`src/common/slf_pkg.sv`:
```
/*
 * slf_pkg: constants shared by the secure link frame builder.
 * Assumes a 125 MHz system clock and a data-rate bit enable derived from it.
 */
package slf_pkg;

   // system clock and durations
   localparam int unsigned CLK_HZ              = 125000000;
   localparam int unsigned BITSYNC_MIN_US      = 65000;      // 0.065 s
   localparam int unsigned BITSYNC_MAX_US      = 1500000;    // 1.5 s
   localparam int unsigned PHASING_MAX_MS      = 10000;      // 10.000 s

   // repetition code
   localparam int unsigned REP_LEN             = 15;
   localparam logic [14:0] REP_ONE_PAT         = 15'h09af;   // 000100110101111
   localparam logic [14:0] REP_ZERO_PAT        = 15'h7650;   // 111011001010000
   localparam int unsigned SYNC_BITS           = 31;
   localparam int unsigned SYNC_LEN            = 465;
   localparam logic [30:0] SYNC_WORD_RST       = 31'h3fffffff;

   // field widths
   localparam int unsigned BITCNT_W            = 32;
   localparam int unsigned DIV_W               = 16;
   localparam int unsigned MI_LEN_W            = 8;

   // frame sequencer states
   typedef enum logic [3:0] {
      SLF_IDLE    = 4'h0,
      SLF_BITSYNC = 4'h1,
      SLF_FSYNC   = 4'h2,
      SLF_MI      = 4'h3,
      SLF_PHASE   = 4'h4,
      SLF_TSYNC   = 4'h5,
      SLF_DATA    = 4'h6,
      SLF_POST    = 4'h7
   } slf_state_t;

endpackage : slf_pkg

```
`src/verilog/slf_frame_builder.sv`:
```
/*
 * slf_frame_builder: sends the traditional link-encryption frame on one
 * serial data line, one bit per data-rate period.
 * Assumes the terminal side supplies indicator bits, tsync, data and
 * postamble bits on request through one take strobe per source.
 */
module slf_frame_builder
   import slf_pkg::*;
(
   input  wire logic                i_mclk,          // 125 MHz clock
   input  wire logic                i_resetn,        // synchronous reset, active low
   input  wire logic [DIV_W-1:0]    i_bit_div,       // clocks per half data bit, min 1
   input  wire logic                i_start,         // request a frame (pulse)
   input  wire logic [BITCNT_W-1:0] i_bitsync_bits,  // bit-sync length in bit periods
   input  wire logic [30:0]         i_sync_word,     // frame-sync data word
   input  wire logic [MI_LEN_W-1:0] i_mi_bits,       // indicator bits to send
   input  wire logic [BITCNT_W-1:0] i_phasing_bits,  // phasing length in bit periods
   input  wire logic [BITCNT_W-1:0] i_tsync_bits,    // tsync length in bit periods
   input  wire logic [BITCNT_W-1:0] i_data_bits,     // data field length in bits
   input  wire logic [BITCNT_W-1:0] i_post_bits,     // postamble length in bits
   input  wire logic                i_mi_bit,        // next crypto_sync_vector bit
   input  wire logic                i_tsync_bit,     // next tsync bit
   input  wire logic                i_data_bit,      // next data field bit
   input  wire logic                i_post_bit,      // next keystream_unit postamble bit
   output logic                     o_mi_take,       // indicator bit consumed
   output logic                     o_tsync_take,    // tsync bit consumed
   output logic                     o_data_take,     // data bit consumed
   output logic                     o_post_take,     // postamble bit consumed
   output logic                     o_tx_data,       // serial line
   output logic                     o_tx_clk,        // data-rate clock
   output logic                     o_busy,          // frame in progress
   output logic [3:0]               o_field,         // current field code
   output logic                     o_done           // frame finished (pulse)
);

   slf_state_t          state_q;
   logic [DIV_W-1:0]    div_q;
   logic                half_q;
   logic                bit_en;
   logic [BITCNT_W-1:0] cnt_q;
   logic [4:0]          sidx_q;
   logic                phase_q;
   logic                tx_q;
   logic                enc_load;
   logic                enc_data;
   logic                enc_chip;
   logic                enc_last;
   logic                enc_mi;
   logic                last_bit;

   // half-bit divider; bit_en marks the last clock of each data bit
   always_ff @(posedge i_mclk)
   begin
      if (!i_resetn || state_q == SLF_IDLE)
      begin
         div_q  <= '0;
         half_q <= 1'b0;
      end
      else if (div_q + 16'h1 >= i_bit_div)
      begin
         div_q  <= '0;
         half_q <= ~half_q;
      end
      else
      begin
         div_q <= div_q + 16'h1;
      end
   end

   assign bit_en   = (state_q != SLF_IDLE) && half_q && (div_q + 16'h1 >= i_bit_div);
   assign o_tx_clk = ~half_q;
   assign last_bit = (cnt_q <= 32'h1);

   // feeds the repetition encoder; each group loads on the edge that ends the
   // previous bit, so no stale chip sits between fields
   assign enc_mi   = (state_q == SLF_MI) || (state_q == SLF_FSYNC && cnt_q == 32'h0);
   assign enc_data = enc_mi ? i_mi_bit : i_sync_word[30 - sidx_q];
   assign enc_load = bit_en && ((state_q == SLF_BITSYNC && last_bit) ||
                                (enc_last && (state_q == SLF_FSYNC ||
                                              (state_q == SLF_MI && cnt_q != 32'h0))));

   slf_rep_encoder u_enc (
      .i_mclk   (i_mclk),
      .i_resetn (i_resetn),
      .i_bit_en (bit_en),
      .i_load   (enc_load),
      .i_data   (enc_data),
      .o_chip   (enc_chip),
      .o_last   (enc_last)
   );

   // frame sequencer; a zero-length field still takes one bit, except a zero i_mi_bits, which wraps cnt_q
   always_ff @(posedge i_mclk)
   begin
      if (!i_resetn)
      begin
         state_q <= SLF_IDLE;
         cnt_q   <= '0;
         sidx_q  <= 5'h00;
         phase_q <= 1'b1;
      end
      else
      begin
         case (state_q)
            SLF_IDLE:
            begin
               if (i_start)
               begin
                  state_q <= SLF_BITSYNC;
                  cnt_q   <= i_bitsync_bits;
                  sidx_q  <= 5'h00;
               end
            end
            SLF_BITSYNC:
            begin
               if (bit_en)
               begin
                  if (last_bit)
                  begin
                     state_q <= SLF_FSYNC;
                     cnt_q   <= 32'(SYNC_BITS) - 32'h1;              // first group loads now
                     sidx_q  <= 5'h01;
                  end
                  else
                  begin
                     cnt_q <= cnt_q - 32'h1;
                  end
               end
            end
            SLF_FSYNC, SLF_MI:
            begin
               if (bit_en && enc_last)
               begin
                  if (cnt_q != 32'h0)
                  begin
                     cnt_q  <= cnt_q - 32'h1;
                     sidx_q <= sidx_q + 5'h01;
                  end
                  else if (state_q == SLF_FSYNC)
                  begin
                     state_q <= SLF_MI;
                     cnt_q   <= 32'(i_mi_bits) - 32'h1;
                     sidx_q  <= 5'h00;
                  end
                  else
                  begin
                     state_q <= SLF_PHASE;
                     cnt_q   <= i_phasing_bits;
                     phase_q <= 1'b1;
                  end
               end
            end
            SLF_PHASE:
            begin
               if (bit_en)
               begin
                  phase_q <= ~phase_q;
                  if (last_bit)
                  begin
                     state_q <= SLF_TSYNC;
                     cnt_q   <= i_tsync_bits;
                  end
                  else
                  begin
                     cnt_q <= cnt_q - 32'h1;
                  end
               end
            end
            SLF_TSYNC:
            begin
               if (bit_en)
               begin
                  if (last_bit)
                  begin
                     state_q <= SLF_DATA;
                     cnt_q   <= i_data_bits;
                  end
                  else
                  begin
                     cnt_q <= cnt_q - 32'h1;
                  end
               end
            end
            SLF_DATA:
            begin
               if (bit_en)
               begin
                  if (last_bit)
                  begin
                     state_q <= SLF_POST;
                     cnt_q   <= i_post_bits;
                  end
                  else
                  begin
                     cnt_q <= cnt_q - 32'h1;
                  end
               end
            end
            SLF_POST:
            begin
               if (bit_en)
               begin
                  if (last_bit)
                  begin
                     state_q <= SLF_IDLE;
                  end
                  else
                  begin
                     cnt_q <= cnt_q - 32'h1;
                  end
               end
            end
            default:
            begin
               state_q <= SLF_IDLE;
            end
         endcase
      end
   end

   // take strobes: one per bit in each streamed field
   assign o_mi_take    = enc_load && enc_mi;
   assign o_tsync_take = bit_en && state_q == SLF_TSYNC && cnt_q != 32'h0;
   assign o_data_take  = bit_en && state_q == SLF_DATA && cnt_q != 32'h0;
   assign o_post_take  = bit_en && state_q == SLF_POST && cnt_q != 32'h0;

   // line output register
   always_ff @(posedge i_mclk)
   begin
      if (!i_resetn)
      begin
         tx_q <= 1'b0;
      end
      else
      begin
         case (state_q)
            SLF_BITSYNC: tx_q <= ~half_q;
            SLF_FSYNC:   tx_q <= enc_chip;
            SLF_MI:      tx_q <= enc_chip;
            SLF_PHASE:   tx_q <= (cnt_q == 32'h0) ? 1'b0 : phase_q;
            SLF_TSYNC:   tx_q <= i_tsync_bit;
            SLF_DATA:    tx_q <= i_data_bit;
            SLF_POST:    tx_q <= i_post_bit;
            default:     tx_q <= 1'b0;
         endcase
      end
   end

   // status outputs
   always_ff @(posedge i_mclk)
   begin
      if (!i_resetn)
      begin
         o_done <= 1'b0;
      end
      else
      begin
         o_done <= bit_en && state_q == SLF_POST && last_bit;
      end
   end

   assign o_tx_data = tx_q;
   assign o_busy    = (state_q != SLF_IDLE);
   assign o_field   = state_q;

endmodule : slf_frame_builder

```
`src/verilog/slf_rep_encoder.sv`:
```
/*
 * slf_rep_encoder: expands one data bit into its 15-bit repetition pattern,
 * msb first, one chip per bit enable.
 * Assumes i_load only arrives while o_last is high.
 */
module slf_rep_encoder
   import slf_pkg::*;
(
   input  wire logic i_mclk,     // system clock
   input  wire logic i_resetn,   // synchronous reset, active low
   input  wire logic i_bit_en,   // data-rate bit enable
   input  wire logic i_load,     // start a new group (with i_bit_en)
   input  wire logic i_data,     // data bit to encode
   output logic      o_chip,     // current chip
   output logic      o_last      // last chip of the group is on the line
);

   logic [14:0] shift_q;
   logic [3:0]  cnt_q;

   // load pattern and shift it out msb first
   always_ff @(posedge i_mclk)
   begin
      if (!i_resetn)
      begin
         shift_q <= 15'h0000;
         cnt_q   <= 4'h0;
      end
      else if (i_bit_en)
      begin
         if (i_load)
         begin
            // complementary patterns keep a per-group majority vote possible at the far end
            shift_q <= i_data ? REP_ONE_PAT : REP_ZERO_PAT;
            cnt_q   <= 4'(REP_LEN - 1);
         end
         else if (cnt_q != 4'h0)
         begin
            shift_q <= {shift_q[13:0], 1'b0};
            cnt_q   <= cnt_q - 4'h1;
         end
      end
   end

   assign o_chip = shift_q[14];
   assign o_last = (cnt_q == 4'h0);

endmodule : slf_rep_encoder
```
`config.mk`:
```
export PLATFORM = sky130hd
export DESIGN_NAME = slf_frame_builder
export DESIGN_NICKNAME = d
export VERILOG_FILES = /design/src/common/slf_pkg.sv /design/src/verilog/slf_frame_builder.sv /design/src/verilog/slf_rep_encoder.sv
export SDC_FILE = /design/constraint.sdc
export NUM_CORES = 1
export LEC_CHECK = 0
export BUFFER_PORTS_ARGS = -buffer_cell sky130_fd_sc_hd__buf_2
export CORE_ASPECT_RATIO = 0.9
export CORE_MARGIN = 8
export CORE_UTILIZATION = 55
export DETAILED_ROUTE_END_ITERATION = 8
export GPL_TIMING_DRIVEN = 0
export MAX_ROUTING_LAYER = met4
export PLACE_DENSITY = 0.87
export REMOVE_ABC_BUFFERS = 1
export SLEW_MARGIN = 20
export SYNTH_ARGS = -nofsm -noshare
export SYNTH_HDL_FRONTEND = slang
export SYNTH_SLANG_ARGS = --single-unit
export TNS_END_PERCENT = 100
```
`constraint.sdc`:
```
create_clock -name i_mclk -period 8.7 [get_ports i_mclk]
set_input_delay 1.74 -clock i_mclk [delete_from_list [all_inputs] [get_ports i_mclk]]
set_output_delay 1.74 -clock i_mclk [all_outputs]
set_load 0.01 [all_outputs]
```
Word-level counts from Yosys, hierarchy flattened

Cells that the tools add are included.

Multiplexer cells: 52
Reduce and logical (&&, ||, !) cells: 38
Bitwise operators: 2
Add/sub/neg operators: 6
Divide/modulo/power cells: 0
Order comparisons: 3
Shift-type cells: 0
Equal/unequal tests: 23
$mul: 0

Operators by type and width:

| kind                  | count |
|---|---|
| $mux 32               | 14 |
| $pmux 32 s7           | 1 |
| $mux 4                | 15 |
| $mux 15               | 3 |
| $le 32x1->1 const B   | 1 |
| $logic_not 32->1      | 1 |
| $lt 32x6->1 const B   | 1 |
| $reduce_bool 32->1    | 1 |
| $sub 32x1->32 const B | 1 |
| $mux 5                | 6 |
| $ne 2x2->1 const B    | 14 |
| $pmux 4 s7            | 1 |
| $add 16x1->16 const B | 1 |
| $eq 4x3->1 const B    | 4 |
| $ge 16x16->1          | 1 |
| $logic_and 1x1->1     | 16 |
| $pmux 5 s3            | 1 |
| $reduce_and 13->1     | 1 |
| $reduce_and 9->1      | 1 |
| $sub 8x1->9 const B   | 1 |
| $eq 4x2->1 const B    | 2 |
| $logic_not 4->1       | 2 |
| $reduce_bool 4->1     | 2 |
| $mux 1                | 7 |
| 20 further kinds      | 26 |

Input bits: 222
Memories: 0
Latch bits: 0
Register bits after elaboration: 80
Memory bits (writable): 0
Bits in read-only memories: 0
Output and inout port bits: 12

Depth between registers and ports, before layout

Depth in word-level cells: 8
Mapped depth: 18

Modules after synthesis

Synthesis repeated with hierarchy kept, for this count alone.

Cell total of the unflattened synthesis: 926
Area total of the unflattened synthesis: 6821.5 um^2

By module, submodules not included:

| module            | area each (um^2) | cells an instance | instances |
|---|---|---|---|
| slf_frame_builder | 5923.2           | 828               | 1 |
| slf_rep_encoder   | 898.4            | 98                | 1 |

Least setup slack after synthesis

No wires, ideal clock.

Kind: input -> output
From: in i_bit_div[3]
To: out o_data_take
Data arrival time: 3.535 ns
Cell stages on the path: 10
Path slack: 3.425 ns
Cells stage by stage: inv_1 > ha_1 > o21a_1 > o2111ai_1 > o21ai_0 > a21oi_1 > nor3_1 > clkbuf_1 > nand3_1 > nor2_1

Longest elaborated chain between the ends: 4

Ends and longest elaborated chain:

| what                           | line                     | source |
|---|---|---|
| start: declaration             | slf_frame_builder.sv:12  | `input wire logic [DIV_W-1:0] i_bit_div,` |
| $ge 16x16->1                   | slf_frame_builder.sv:70  | `assign bit_en = (state_q != SLF_IDLE) && half_q && (div_q + 16'h1 >= i_bit_div);` |
| $logic_and 1x1->1              | slf_frame_builder.sv:70  |  |
| $logic_and 1x1->1 (2 in a row) | slf_frame_builder.sv:224 | `assign o_data_take = bit_en && state_q == SLF_DATA && cnt_q != 32'h0;` |
| end: declaration               | slf_frame_builder.sv:27  | `output logic o_data_take,` |

Every way passes these cells.

Final worst setup path

From: reg div_q[2]
To: out o_mi_take

Longest elaborated chain between the ends: 5

Ends and longest elaborated chain:

| what                     | line                     | source |
|---|---|---|
| start: declaration       | slf_frame_builder.sv:37  | `logic [DIV_W-1:0] div_q;` |
| start signal: assignment | slf_frame_builder.sv:66  | `div_q <= div_q + 16'h1;` |
| $add 16x1->16            | slf_frame_builder.sv:70  |  |
| $ge 16x16->1             | slf_frame_builder.sv:70  |  |
| $logic_and 1x1->1        | slf_frame_builder.sv:70  |  |
| $logic_and 1x1->1        | slf_frame_builder.sv:78  | `assign enc_load = bit_en && ((state_q == SLF_BITSYNC && last_bit) \|\|` |
| $logic_and 1x1->1        | slf_frame_builder.sv:222 | `assign o_mi_take = enc_load && enc_mi;` |
| end: declaration         | slf_frame_builder.sv:25  | `output logic o_mi_take,` |

Every way passes these cells.

==> impl_metrics.tcl <==
set metrics [dict create \
    outcome "finished, final reports clean" \
    fin_crit_ns 6.41 \
    cts_resized 0 \
    crit_start "div_q[2]$_SDFF_PP0_" \
    intPower_uw 870 \
    die_x_um 133 \
    max_freq_mhz 156 \
    path_clk_slew_ns 0.06 \
    ys_seq_elements 79 \
    cts_max_level 3 \
    cp_max_fo 9 \
    dpl_worst_slack_ns 2.77 \
    setup_viol 0 \
    drive_above_1_share 0.277 \
    synth-edff-count 0 \
    cp_data_required_time_ns 6.96 \
    fillers 1008 \
    synth_top_area_cell "dfxtp_1" \
    worst_setup_path_start_kind "register" \
    comb_power_share 0.353 \
    numCtsBuffers 9 \
    die_h_um 121 \
    synth.distinct_cells 81 \
    hold_viol_final 0 \
    final_cells 1277 \
    synth_top_area_share 0.233 \
    post_cts_buffers 0 \
    ios 234 \
    ys_seq_area_frac 0.233 \
    cts_tree "yes" \
    setup_ws_ns 2.29 \
    design_area_sq_um 8440 \
    hpwl_um 17500 \
    clkSinkCount 79 \
    io_buffer_count 232 \
    final_nets 1357 \
    synth_cells 926 \
    dieArea_sq_um 16200 \
    first_global_vias 7778 \
    tns_ns 0 \
    whs_ns 0.474 \
    fin_util 0.699 \
    clock_skew_ns 0.00875 \
    grt_pass1_wl_um 38400 \
    drc_errors 0 \
    clkPwrFrac 0.326 \
    ir_drop_mv 0.112 \
    p_leak_nw 3.46 \
    place_inst 1261 \
    total_power_mw 1.35 \
    vias_per_cell 6.28 \
    hold_buffers 0 \
    power_density_nw_per_um2 160 \
    track_usage 0.295 \
    syn_avg_cell_area_sq_um 7.34 \
    grt_overflow 0 \
    relSlewSlack 0.286 \
    synth_area_sq_um 6790 \
    rsz0062_at_grt "no" \
    finalCritPeriodShare 0.737 \
    hp-start "u_enc.shift_q[9]$_SDFFE_PN0P_" \
    syn2layout_area_growth_pct 24.2 \
    ys_dominant_reg_cell "dfxtp_1" \
    clk_latency_ns 0.35 \
    n_antenna_cell 0 \
    arrival_ns 4.67 \
    synth-async-reset-ratio 0 \
    worstMarginPinSlew_ns 1.06 \
    grt_antenna_before_repair 0 \
    place_congestion 0.921 \
    dr.pass1.iters 6 \
    rows 38 \
    finalWirelength_um 24200 \
    wl_per_cell_um 19.0 \
    r2r_start "div_q[2]$_SDFF_PP0_" \
    clock_path_buffers 2 \
    ant_nets 0 \
    synth_area_leaders "dfxtp_1 (23%), o21ai_0 (6.6%), nand2_1 (5.5%)" \
    p_switching_uw 478 \
    p_seq_frac 0.321 \
    p_sw_frac 0.354 \
    core_sq_um 12100 \
    cap_violations 0 \
    hold_class "reg2reg" \
    synth_warnings 0 \
    maxSlewViolCount 0 \
    place_area_sq_um 8090 \
    via_count 8021 \
    clock-root-buffer "clkbuf_16" \
    start_util 0.562 \
    crit_type "reg2out" \
    drt-initial-drc-count 967 \
    grt_max_degree 50 \
    cp-end-kind "output port" \
]
[flip-flops by register name, summed over array words and instances (netlist names)]
signal / cells
cnt_q: 32
div_q: 16
half_q: 1
o_done: 1
o_field: 3
o_tx_data: 1
phase_q: 1
sidx_q: 5
u_enc.cnt_q: 4
u_enc.shift_q: 15
[power groups by stage]
stage               clock network [mW]  registers, mW  logic [mW]
finish                           0.440          0.432       0.475
global route                     0.453          0.435       0.515
CTS                              0.437          0.430       0.462
detailed placement                   0          0.437       0.456
global placement                     0          0.448       0.413
floorplan                            0          0.434       0.286
[path summary, 6_finish.rpt]
kind | slack (ns) | cells after the start | end
max | 2.29 | 17 | o_mi_take
min | 0.47 | 1 | u_enc.shift_q[9]$_SDFFE_PN0P_
max reg2reg | 3.77 | 16 | u_enc.shift_q[13]$_SDFFE_PN0P_
min reg2reg | 0.47 | 1 | u_enc.shift_q[9]$_SDFFE_PN0P_
[critical path: stages (launching register included)]
cell,delay [ns]
dfxtp_1,0.38
and3_1,0.21
and3_1,0.23
nand3_1,0.11
nor2_1,0.23
nand4_1,0.25
nor3_1,0.32
xor2_1,0.14
ha_1,0.34
nand2_1,0.07
o21ai_0,0.37
nand2b_1,0.18
a21oi_1,0.09
or3_1,0.48
nor2_1,0.46
inv_1,0.16
nor2_1,0.16
buf_2,0.16
[metal layers]
metal  up-vias  share of wire  track usage
met1      3701           0.39        0.344
li1       3744              -            -
met2       501           0.47        0.487
met5         -              0            -
met4         0          0.035        0.123
met3        75           0.10       0.0642
[layout make-up]
type                    instances  area, sq um  area share
clock inverters                 5          106      0.0126
inverters                      32          120      0.0142
clock buffers                  11          233      0.0276
well taps                     160          200      0.0237
repair buffers                238         1290       0.153
multi-input cells             752         4900       0.580
flip-flops and latches         79         1590       0.188
[cell families after synthesis]
kind of cell	after synthesis	synth area share
flip-flops	79	0.233
AND/OR/NAND/NOR	360	0.268
multiplexers	50	0.0888
buffers and inverters	95	0.0575
XOR/XNOR	47	0.0606
other	1	0.000552
adder cells (fa/ha/maj)	23	0.0424
AO/OA/AOI/OAI	271	0.250
[cell usage in the layout, fill, tap and decap left out, types with 4 or more instances in the layout]
| cell type | n |
|---|---|
| a211oi_1 | 16 |
| a21o_1 | 5 |
| a21oi_1 | 69 |
| a22o_1 | 9 |
| a22oi_1 | 11 |
| a31o_2 | 4 |
| a31oi_1 | 5 |
| and3_1 | 5 |
| buf_2 | 232 |
| clkbuf_16 | 9 |
| dfxtp_1 | 76 |
| ha_1 | 23 |
| inv_1 | 31 |
| mux2_2 | 6 |
| mux2i_1 | 37 |
| mux4_2 | 5 |
| nand2_1 | 99 |
| nand2b_1 | 7 |
| nand3_1 | 42 |
| nand3b_1 | 4 |
| nand4_1 | 7 |
| nor2_1 | 87 |
| nor2b_1 | 17 |
| nor3_1 | 24 |
| nor3b_1 | 5 |
| nor4_1 | 12 |
| o2111ai_1 | 4 |
| o211ai_1 | 8 |
| o21ai_0 | 90 |
| o221ai_1 | 4 |
| o22ai_1 | 7 |
| or2_2 | 10 |
| or3_1 | 8 |
| or4_1 | 4 |
| xnor2_1 | 29 |
| xor2_1 | 18 |
[synthesized netlist by cell type, types with 23 or more instances]
cell type  instances
a21oi_1           69
clkbuf_1          43
dfxtp_1           79
ha_1              23
inv_1             32
mux2i_1           37
nand2_1           99
nand3_1           42
nor2_1            89
nor3_1            25
o21ai_0           90
xnor2_1           29
No activity file was read; power rests on OpenSTA's default activity.
